--- src/hssp_pkg.sv ---
package hssp_pkg;
  // ==========================================
  // Host kind strap decode
  typedef enum logic [1:0] {
    HSSP_HOST_UART,
    HSSP_HOST_SPI,
    HSSP_HOST_I2C,
    HSSP_HOST_I2CL
  } hssp_host_kind_t;

  // ==========================================
  // Command byte layout
  localparam int HSSP_DIR_BIT = 0;
  localparam int HSSP_ADDR_LSB = 1;
  localparam int HSSP_ADDR_W = 7;
  localparam int HSSP_DATA_W = 8;
  localparam logic [6:0] HSSP_FIFO_ADDR = 7'h05;
  localparam logic [6:0] HSSP_ADDR_RST = 7'h00;
  localparam logic [7:0] HSSP_MISO_IDLE = 8'h00;

  // ==========================================
  // Timing
  localparam int HSSP_CLK_MHZ = 125;
  localparam int HSSP_SPI_MAX_MBPS = 10;
  localparam int HSSP_CYC_PER_BIT = HSSP_CLK_MHZ / HSSP_SPI_MAX_MBPS;
  localparam int HSSP_COLD_RESET_CYC = 16;
endpackage

--- src/hssp_sync.sv ---
`timescale 1ns/1ns
`default_nettype none
module hssp_sync #(
  parameter int W = 4
) (
  input wire logic clk,
  input wire logic rst,
  input wire logic [W-1:0] d,
  output logic [W-1:0] q
);
  // ==========================================
  // Two flop synchroniser per bit
  logic [W-1:0] meta_q;
  genvar i;
  generate
    for (i = 0; i < W; i++) begin : g_bit
      always_ff @(posedge clk) begin
        if (rst) begin
          meta_q[i] <= 1'b0;
          q[i] <= 1'b0;
        end else begin
          meta_q[i] <= d[i];
          q[i] <= meta_q[i];
        end
      end
    end
  endgenerate
endmodule
`default_nettype wire

--- src/hssp_strap.sv ---
`timescale 1ns/1ns
`default_nettype none
module hssp_strap
  import hssp_pkg::*;
(
  input wire logic clk,
  input wire logic rst,
  input wire logic host_kind_strap_lo,
  input wire logic host_kind_strap_hi,
  output hssp_host_kind_t host_kind_q,
  output logic host_kind_valid_q
);
  // ==========================================
  // Cold reset wait, then one strap capture
  logic [4:0] cnt_q;
  always_ff @(posedge clk) begin
    if (rst) begin
      cnt_q <= 5'h00;
    end else if (!host_kind_valid_q) begin
      cnt_q <= cnt_q + 5'h01;
    end
  end

  always_ff @(posedge clk) begin
    if (rst) begin
      host_kind_q <= HSSP_HOST_UART;
      host_kind_valid_q <= 1'b0;
    end else if (!host_kind_valid_q && cnt_q == 5'(HSSP_COLD_RESET_CYC)) begin
      // RL1: sample after cold reset
      host_kind_valid_q <= 1'b1;
      // RL2: strap decode
      case ({host_kind_strap_hi, host_kind_strap_lo})
        2'b00: host_kind_q <= HSSP_HOST_UART;
        2'b10: host_kind_q <= HSSP_HOST_SPI;
        2'b01: host_kind_q <= HSSP_HOST_I2C;
        default: host_kind_q <= HSSP_HOST_I2CL;
      endcase
    end
  end
endmodule
`default_nettype wire

--- src/hssp_top.sv ---
// Functional notes
// RL1: After power-up or power-down exit the port resets and samples the straps once the cold reset wait ends.
// RL2: Straps 00 give UART, hi=1 lo=0 give SPI, lo=1 hi=0 give I2C, both high give I2C-L; SPI uses pins a..d.
// RL3: The host is the master and makes every serial clock edge and drives command and write data.
// RL4: The port is only a slave and returns read data on the MISO pin.
// RL5: The port works at serial rates up to 10 Mbit/s.
// RL6: While select is high the port is disabled and its bit count, mode and address are held in reset.
// RL7: The host raises select between commands so each starts fresh.
// RL8: Every byte on both data lines goes most significant bit first.
// RL9: The host changes MOSI after a falling edge and the port samples it on the rising edge.
// RL10: The port changes MISO on the falling edge of the serial clock.
// RL11: The serial clock idles low.
// RL12: The first byte holds direction in bit 0 (1 read) and the address in bits 7..1.
// RL13: In a read each address byte returns the data of the one before, ending with a 00h byte.
// RL14: In a write the data bytes go to the given address and then to each next one.
// RL15: Writes to the FIFO address do not advance it, so all bytes go to the FIFO.
// RL16: The host keeps select low through a multi-byte transfer.
// RL17: MISO carries zero whenever its value has no meaning.
`timescale 1ns/1ns
`default_nettype none
module hssp_top
  import hssp_pkg::*;
#(
  parameter int CYC_PER_BIT = HSSP_CYC_PER_BIT,
  parameter logic [HSSP_ADDR_W-1:0] FIFO_ADDR = HSSP_FIFO_ADDR
) (
  input wire logic clk,
  input wire logic rst,
  input wire logic host_kind_strap_lo,
  input wire logic host_kind_strap_hi,
  input wire logic host_pin_a,
  input wire logic host_pin_b,
  input wire logic host_pin_d,
  output logic host_pin_c_q,
  output logic host_pin_c_oe_n_q,
  output hssp_host_kind_t host_kind_q,
  output logic host_kind_valid_q,
  output logic reg_wr_q,
  output logic reg_rd_q,
  output logic fifo_push_q,
  output logic [HSSP_ADDR_W-1:0] reg_addr_q,
  output logic [HSSP_DATA_W-1:0] reg_wdata_q,
  input wire logic [HSSP_DATA_W-1:0] reg_rdata
);
  // ==========================================
  // Pin synchronisation
  // RL5: samples per bit
  // Half a bit must outlast the two sync flops, the edge detect and the MISO register
  if (CYC_PER_BIT < 8) begin : g_rate_chk
    $error("Clock too slow for the serial rate");
  end

  logic [2:0] pins_s;
  logic mosi_s;
  logic sck_s;
  logic nss_s;
  hssp_sync #(.W(3)) u_sync (
    .clk(clk),
    .rst(rst),
    .d({host_pin_d, host_pin_b, host_pin_a}),
    .q(pins_s)
  );
  assign mosi_s = pins_s[0];
  assign sck_s = pins_s[1];
  assign nss_s = pins_s[2];

  // Straps are pins as well, so they pass the same two flops before the capture
  logic [1:0] straps_s;
  hssp_sync #(.W(2)) u_strap_sync (
    .clk(clk),
    .rst(rst),
    .d({host_kind_strap_hi, host_kind_strap_lo}),
    .q(straps_s)
  );

  hssp_strap u_strap (
    .clk(clk),
    .rst(rst),
    .host_kind_strap_lo(straps_s[0]),
    .host_kind_strap_hi(straps_s[1]),
    .host_kind_q(host_kind_q),
    .host_kind_valid_q(host_kind_valid_q)
  );

  logic spi_en;
  assign spi_en = host_kind_valid_q && (host_kind_q == HSSP_HOST_SPI);

  // ==========================================
  // Edge detect on the synchronised clock
  logic sck_prev_q;
  logic sck_rise;
  logic sck_fall;
  logic active;
  always_ff @(posedge clk) begin
    if (rst) begin
      sck_prev_q <= 1'b0;
    end else begin
      sck_prev_q <= sck_s;
    end
  end
  // RL11: idle low, so first edge is rising
  assign sck_rise = sck_s && !sck_prev_q;
  assign sck_fall = !sck_s && sck_prev_q;
  // RL6: select high disables port
  assign active = spi_en && !nss_s;

  // ==========================================
  // Receive shifter
  typedef enum logic [1:0] {
    HSSP_ST_CMD,
    HSSP_ST_READ,
    HSSP_ST_WRITE
  } hssp_state_t;

  hssp_state_t state_q;
  logic [2:0] bit_cnt_q;
  logic [HSSP_DATA_W-1:0] rx_sh_q;
  logic [HSSP_DATA_W-1:0] rx_byte;
  logic byte_done;
  logic [HSSP_ADDR_W-1:0] addr_q;

  // RL8: MSB first shift in
  assign rx_byte = {rx_sh_q[HSSP_DATA_W-2:0], mosi_s};
  assign byte_done = active && sck_rise && (bit_cnt_q == 3'h7);

  always_ff @(posedge clk) begin
    if (rst || !active) begin
      // RL6: bit count held in reset
      bit_cnt_q <= 3'h0;
      rx_sh_q <= 8'h00;
    end else if (sck_rise) begin
      // RL9: sample on rising edge
      bit_cnt_q <= bit_cnt_q + 3'h1;
      rx_sh_q <= rx_byte;
    end
  end

  // ==========================================
  // Command decode and address tracking
  always_ff @(posedge clk) begin
    if (rst || !active) begin
      // RL6: mode and address held in reset
      state_q <= HSSP_ST_CMD;
      addr_q <= HSSP_ADDR_RST;
    end else if (byte_done) begin
      case (state_q)
        HSSP_ST_CMD: begin
          // RL12: direction in bit 0
          addr_q <= rx_byte[HSSP_DATA_W-1:HSSP_ADDR_LSB];
          state_q <= rx_byte[HSSP_DIR_BIT] ? HSSP_ST_READ : HSSP_ST_WRITE;
        end
        HSSP_ST_READ: begin
          // RL13: each byte is the next address
          addr_q <= rx_byte[HSSP_DATA_W-1:HSSP_ADDR_LSB];
        end
        HSSP_ST_WRITE: begin
          // RL14: auto increment
          // RL15: FIFO address holds
          if (addr_q != FIFO_ADDR) begin
            addr_q <= addr_q + 7'h01;
          end
        end
        default: begin
          state_q <= HSSP_ST_CMD;
        end
      endcase
    end
  end

  // ==========================================
  // Register side strobes
  logic rd_pend_q;
  always_ff @(posedge clk) begin
    if (rst) begin
      reg_wr_q <= 1'b0;
      reg_rd_q <= 1'b0;
      fifo_push_q <= 1'b0;
      reg_addr_q <= HSSP_ADDR_RST;
      reg_wdata_q <= 8'h00;
    end else begin
      reg_wr_q <= 1'b0;
      reg_rd_q <= 1'b0;
      fifo_push_q <= 1'b0;
      if (byte_done && state_q == HSSP_ST_WRITE) begin
        // RL14: store data byte at current address
        reg_addr_q <= addr_q;
        reg_wdata_q <= rx_byte;
        // RL15: FIFO writes push
        if (addr_q == FIFO_ADDR) begin
          fifo_push_q <= 1'b1;
        end else begin
          reg_wr_q <= 1'b1;
        end
      end else if (byte_done && state_q != HSSP_ST_WRITE && rx_byte[HSSP_DIR_BIT] | (state_q == HSSP_ST_READ)) begin
        // RL13: fetch data of the address just sent
        reg_addr_q <= rx_byte[HSSP_DATA_W-1:HSSP_ADDR_LSB];
        reg_rd_q <= 1'b1;
      end
    end
  end

  // ==========================================
  // Transmit shifter
  // Read data is latched two cycles after the strobe; a whole high half
  // period remains before the first falling edge, so no stall is needed.
  logic [HSSP_DATA_W-1:0] tx_sh_q;
  always_ff @(posedge clk) begin
    if (rst || !active) begin
      rd_pend_q <= 1'b0;
    end else begin
      rd_pend_q <= reg_rd_q;
    end
  end

  always_ff @(posedge clk) begin
    if (rst || !active) begin
      // RL17: zero when meaningless
      tx_sh_q <= HSSP_MISO_IDLE;
    end else if (rd_pend_q) begin
      tx_sh_q <= reg_rdata;
    end else if (sck_fall && bit_cnt_q != 3'h0) begin
      // RL8: MSB first shift out
      tx_sh_q <= {tx_sh_q[HSSP_DATA_W-2:0], 1'b0};
    end else if (byte_done && state_q == HSSP_ST_WRITE) begin
      // RL17: writes return zero
      tx_sh_q <= HSSP_MISO_IDLE;
    end
  end

  // ==========================================
  // MISO pin
  always_ff @(posedge clk) begin
    if (rst || !active) begin
      host_pin_c_q <= 1'b0;
      host_pin_c_oe_n_q <= 1'b1;
    end else begin
      // RL4: slave drives MISO while selected
      host_pin_c_oe_n_q <= 1'b0;
      if (sck_fall) begin
        // RL10: update on falling edge
        host_pin_c_q <= (bit_cnt_q == 3'h0) ? tx_sh_q[HSSP_DATA_W-1] : tx_sh_q[HSSP_DATA_W-2];
      end
    end
  end
endmodule
`default_nettype wire

--- config.mk ---
export PLATFORM = sky130hd
export DESIGN_NAME = hssp_top
export DESIGN_NICKNAME = d
export VERILOG_FILES = /design/src/hssp_pkg.sv /design/src/hssp_sync.sv /design/src/hssp_strap.sv /design/src/hssp_top.sv
export SDC_FILE = /design/constraint.sdc
export NUM_CORES = 1
export LEC_CHECK = 0
export BUFFER_PORTS_ARGS = -buffer_cell sky130_fd_sc_hd__buf_2
export CORE_ASPECT_RATIO = 2
export CORE_MARGIN = 2
export CORE_UTILIZATION = 53
export CTS_BUF_LIST = sky130_fd_sc_hd__clkbuf_4 sky130_fd_sc_hd__clkbuf_8
export DETAILED_ROUTE_END_ITERATION = 10
export PLACE_DENSITY = 0.89
export SYNTH_ARGS = -nofsm -noshare
export SYNTH_HDL_FRONTEND = slang
export SYNTH_HIERARCHICAL = 1
export SYNTH_SLANG_ARGS = --single-unit
--- constraint.sdc ---
create_clock -name clk -period 1.65 [get_ports clk]
set_input_delay 0.2475 -clock clk [delete_from_list [all_inputs] [get_ports clk]]
set_output_delay 0.2475 -clock clk [all_outputs]
set_load 0.02 [all_outputs]
# ---- Word-level counts from Yosys, hierarchy flattened
# Index checks and enable logic that the tools add are counted.
# W data, S select, Z words.
dict set report op_classes {
  n_reduce_logical 30
  bitwise 3
  n_addsub 3
  n_eq_ne 11
  n_mux 15
}
# op count
set op_table {}
lappend op_table {{$mux W8} 3}
lappend op_table {{$mux W7} 3}
lappend op_table {{$pmux W7 S2} 1}
lappend op_table {{$logic_and A1 B1 Y1} 11}
lappend op_table {{$reduce_or A2 Y1} 4}
lappend op_table {{$add A7 B1 Y7 const B} 1}
lappend op_table {{$eq A7 B3 Y1 const B} 1}
lappend op_table {{$ne A7 B3 Y1 const B} 1}
lappend op_table {{$eq A2 B1 Y1 const B} 3}
lappend op_table {{$pmux W2 S3} 1}
lappend op_table {{$reduce_bool A3 Y1} 2}
lappend op_table {{$add A5 B1 Y5 const B} 1}
lappend op_table {{$eq A5 B5 Y1 const B} 1}
lappend op_table {{$logic_not A1 Y1} 5}
lappend op_table {{$mux W1} 5}
lappend op_table {{$eq A2 B2 Y1 const B} 2}
lappend op_table {{$logic_not A2 Y1} 2}
lappend op_table {{$ne A2 B2 Y1 const B} 2}
lappend op_table {{$pmux W2 S2} 1}
lappend op_table {{$reduce_bool A2 Y1} 2}
lappend op_table {{$add A3 B1 Y3 const B} 1}
lappend op_table {{$eq A3 B3 Y1 const B} 1}
lappend op_table {{$logic_not A3 Y1} 1}
lappend op_table {{$reduce_and A3 Y1} 1}
lappend op_table {{5 further kinds} 6}
dict set report totals {
  output_inout_bits 23
  reg_bits 67
  word_cells 89
  inputBits 15
}

# ---- Logic depth before layout (Yosys ltp)
dict set report logic_depth {
  ltp_word 9
  mapped_depth 8
  mapped_depth_nobuf 6
}

# ---- By module
# The synthesis kept the hierarchy.
# module n_inst area_per_inst_um2 cells_each seq_area_each_um2
set by_module_without_submodules {}
lappend by_module_without_submodules {hssp_top 1 2247.2 256 980.9}
lappend by_module_without_submodules {hssp_strap 1 375.4 36 160.2}
lappend by_module_without_submodules {{hssp_sync (u_sync)} 1 157.7 12 120.1}
lappend by_module_without_submodules {{hssp_sync (u_strap_sync)} 1 105.1 8 80.1}

# ---- Worst setup path before layout
# OpenSTA, ideal clock, no wires.
dict set report synth_path {
  path_type {register -> register}
  from {reg bit_cnt_q[0]}
  to {reg reg_wdata_q[0]}
  slack_ns -0.096
  path_buffers 1
  stages_incl_launch_ff 8
  required_time_ns 1.522
  t_arrival_ns 1.618
  setup_time_ns 0.128
  synth_period_minus_slack_ns 1.746
  cell_sequence {dfxtp_1 ha_1 ha_1 and3b_1 nand3_1 buf_2 mux2i_1 nor2_1}
}
dict set report synth_between {
  elab_chain_cells 3
}
# item line
set synth_rtl {}
lappend synth_rtl {{start: declaration} hssp_top.sv:116} ;# logic [2:0] bit_cnt_q;
lappend synth_rtl {{start signal: assignment} hssp_top.sv:133} ;# bit_cnt_q <= bit_cnt_q + 3'h1;
lappend synth_rtl {{$eq A3 B3 Y1} hssp_top.sv:124} ;# assign byte_done = active && sck_rise && (bit_cnt_q == 3'h7);
lappend synth_rtl {{$logic_and A1 B1 Y1} hssp_top.sv:124}
lappend synth_rtl {{$logic_and A1 B1 Y1} hssp_top.sv:184} ;# if (byte_done && state_q == HSSP_ST_WRITE) begin
lappend synth_rtl {{end signal: assignment} hssp_top.sv:187} ;# reg_wdata_q <= rx_byte;
lappend synth_rtl {{end: declaration} hssp_top.sv:42} ;# output logic [HSSP_DATA_W-1:0] reg_wdata_q,
# No other way between the ends.
# A chain may end at the register's enable or synchronous reset.

# ---- Worst setup path after layout
dict set report layout_path {
  from {reg bit_cnt_q[0]}
  to {reg state_q[1]}
}
dict set report layout_between {
  elab_chain_cells 3
}
# item line
set layout_rtl {}
lappend layout_rtl {{$eq A3 B3 Y1} hssp_top.sv:124}
lappend layout_rtl {{$logic_and A1 B1 Y1} hssp_top.sv:124}
lappend layout_rtl {{$reduce_and A2 Y1 (no source line)} n/a}
lappend layout_rtl {{end signal: assignment} hssp_top.sv:150} ;# state_q <= rx_byte[HSSP_DIR_BIT] ? HSSP_ST_READ : HSSP_ST_WRITE;
lappend layout_rtl {{end: declaration} hssp_top.sv:115} ;# hssp_state_t state_q;
# No other way between the ends.

==> metrics.txt <==
Post-Synth Adder-Cell Area=4.34%; Mapped Cells=312; slowest CP cell=or4b_4; share of cells above drive strength 1=30.3%; CTS buffer count=9; cell row count=38; worst slew pin tran=0.515 ns; register area share after synthesis=46.5%; commonest cells after routing, fill and taps aside=62 x dfxtp_1, 39 x nand2_1, 37 x buf_2; fill count=428; Compound-Gate Fraction of Synth Area=14.5%; CTS tree=built; leakage power=0.00140 uW; first-pass GRT wire length=11.2 mm; clock slew seen by the registers of the worst setup and hold paths=0.07 ns; total grt overflow=0; crit path launch type=flop; clock root cell=clkbuf_8; power per cell area=828 nW/um^2; Clock Skew=0.00938 ns; pin count of the biggest net entering global routing=40; Core ar.=5330 um^2; DR WL/cell=15.7 um; Yosys reg bits=67; VDD IR max=0.946 mV; Post-Syn Area=2890 um^2; # IOs=38; Worst EP arrival=1.92 ns; vias per cell=5.75; Crit path largest cell delay=0.50 ns; worst-path fanout max=3; routed wire length on met3=293 um; via count=2531; die width=56.2 um; ys async rst share=0%; Synth Warn #=6; Unique masters post-synth=52; CTS H-tree lvls=3; Final setup viols=0; Iter 0 DRT Violations=133; Initial Util=54.2%; clk buf depth=2; met2 WL=3.71 mm; Inserted Diodes=0; Clock Sinks=67; fin crit period=1.64 ns; GRT Total Usage=23.7%; hold-fix buffers at CTS=0; hold slack=0.114 ns; initial antenna violation count=0; WP buf/inv=0; status=finished clean; RD Place Congestion=0.970; Main synth FF type=dfxtp_1; WL met1=2.72 mm; final core occ=68.0%; Post-Synth XOR/XNOR Area=1.52%; multiplexer share of the synthesized area=5.20%; area post-placement=3310 um^2; post-route clock period utilization=99.4%; area grow syn2layout=25.5%; Nets=401; synthesized area per cell=9.25 um^2; CP delay by family, top=simple AND/OR/NAND/NOR gates; Post-Synth Simple-Gate Area=23.9%; Post-synth EDFFs=0; post-synth net total=337; slew margin rel.=65.2%; worst-path cell chain=ha_4 > ha_4 > and3b_2 > nand2_2 > or4b_4 > a21oi_2; Die Area=6090 um^2; Final ANT Viol Nets=0; f_max=610 MHz; RSZ-0062 raised after global routing=yes; post-route cell area=3620 um^2; Max Slew Vio Count=0; max_cap viols=0; DR top layer=met4; CP Class=reg2reg; DR DRC count=0; CP Capture Type=flop; main combinational cell family by area after synthesis=simple AND/OR/NAND/NOR gates; R2R setup slack=0.01 ns; Crit path required time=1.93 ns; Vert. Die Dim=108 um; Routed WL=6.91 mm; number of global-route vias before repair=2411; Detailed Routing Iterations Pass 1=4; Crit path top cell by count=ha_4; commonest non-fill, non-tap cell in the layout=dfxtp_1; clk_lat worst skew=0.34 ns; Hold Crit Class=in2reg; hpwl dp=4.76 mm; Hold Fails Final Rpt=0; PortBufs=37
[per-layer routing]
| metal | track usage (%) | up-vias |
|---|---|---|
| li1 | - | 1227 |
| met1 | 25.5 | 1198 |
| met2 | 41.8 | 84 |
| met3 | 5.62 | 22 |
| met4 | 13.4 | 0 |
| met5 | 0 | - |
[worst paths after layout]
path                                          endpoint  cells after the start          startpoint
worst max-delay path                        state_q[1]                      6        bit_cnt_q[0]
worst max register to register              state_q[1]                      6        bit_cnt_q[0]
worst min-delay path            u_strap_sync/meta_q[1]                      2  host_kind_strap_hi
worst min register to register             u_sync/q[2]                      1    u_sync/meta_q[2]
[where the power goes]
part           switching, uW  internal, uW  total (uW)
clock                    576           695        1270
combinational           38.7          37.1        75.8
sequential              14.9          1640        1650
[layout make-up]
cell class / instances / area, um^2 / share of cell area [%]
tap: 60 / 75.1 / 2.07
multi-input combinational: 219 / 1530 / 42.3
timing repair buffer: 69 / 442 / 12.2
sequential: 67 / 1350 / 37.2
clock buffer: 14 / 180 / 4.98
inverter: 10 / 37.5 / 1.04
clock inverter: 1 / 7.51 / 0.207
[logic make-up after synthesis]
group / count (synthesis)
compound gates: 60
fa+ha+maj: 10
simple gates: 129
mux: 15
xor+xnor: 5
flops: 67
buf+inv: 26
[sequential cells by signal, indices dropped and copies added, names as in the netlist]
signal                     flops
u_strap/host_kind_q            2
state_q                        2
reg_rd_q                       1
tx_sh_q                        8
host_pin_c_q                   1
u_sync/q                       3
u_strap/host_kind_valid_q      1
host_pin_c_oe_n_q              1
u_strap_sync/meta_q            2
reg_wr_q                       1
rd_pend_q                      1
addr_q                         7
u_strap_sync/q                 2
reg_wdata_q                    8
u_strap/cnt_q                  5
bit_cnt_q                      3
sck_prev_q                     1
reg_addr_q                     7
rx_sh_q                        7
u_sync/meta_q                  3
fifo_push_q                    1
[cells in the mapped netlist, types with 2 or more instances]
library cell / instances / area, um^2
dfxtp_1: 67 / 1340
nand2_1: 40 / 150
nor2_1: 23 / 86.3
a21oi_1: 20 / 100
nor2b_1: 16 / 100
mux2i_1: 15 / 150
nand3_1: 14 / 70.1
ha_1: 10 / 125
nand3b_1: 10 / 75.1
inv_1: 9 / 33.8
a31oi_1: 8 / 50.1
clkbuf_1: 7 / 26.3
a211oi_1: 6 / 45.0
nand2b_1: 6 / 37.5
buf_2: 5 / 25.0
o21ai_0: 4 / 20.0
a32o_1: 3 / 30.0
nand4b_1: 3 / 26.3
nor3_1: 3 / 15.0
o211ai_1: 3 / 22.5
xor2_1: 3 / 26.3
a2bb2oi_1: 2 / 17.5
a32oi_1: 2 / 17.5
and2_1: 2 / 12.5
buf_1: 2 / 7.51
nor4_1: 2 / 12.5
xnor2_1: 2 / 17.5
[through the flow]
step | total power (uW) | std cells | setup slack (ns) | TNS [ns]
after floorplan | 1720 | 312 | 0.0369 | 0
after global placement | 1750 | 423 | 0.0159 | 0
after detailed placement | 1760 | 423 | -0.137 | -0.661
after CTS | 3020 | 440 | -0.00475 | -0.00475
after global routing | 3090 | 440 | -0.0401 | -0.210
final | 3000 | 440 | 0.0104 | 0
[what timing repair did]
item | 4_1_cts | 5_1_grt
endpoints found under the setup margin | 16 | 21
gates resized for setup | 14 | 15
pin swaps | 2 | 3
buffers inserted | 2 | 0
Power figures use the tool's default switching activity.
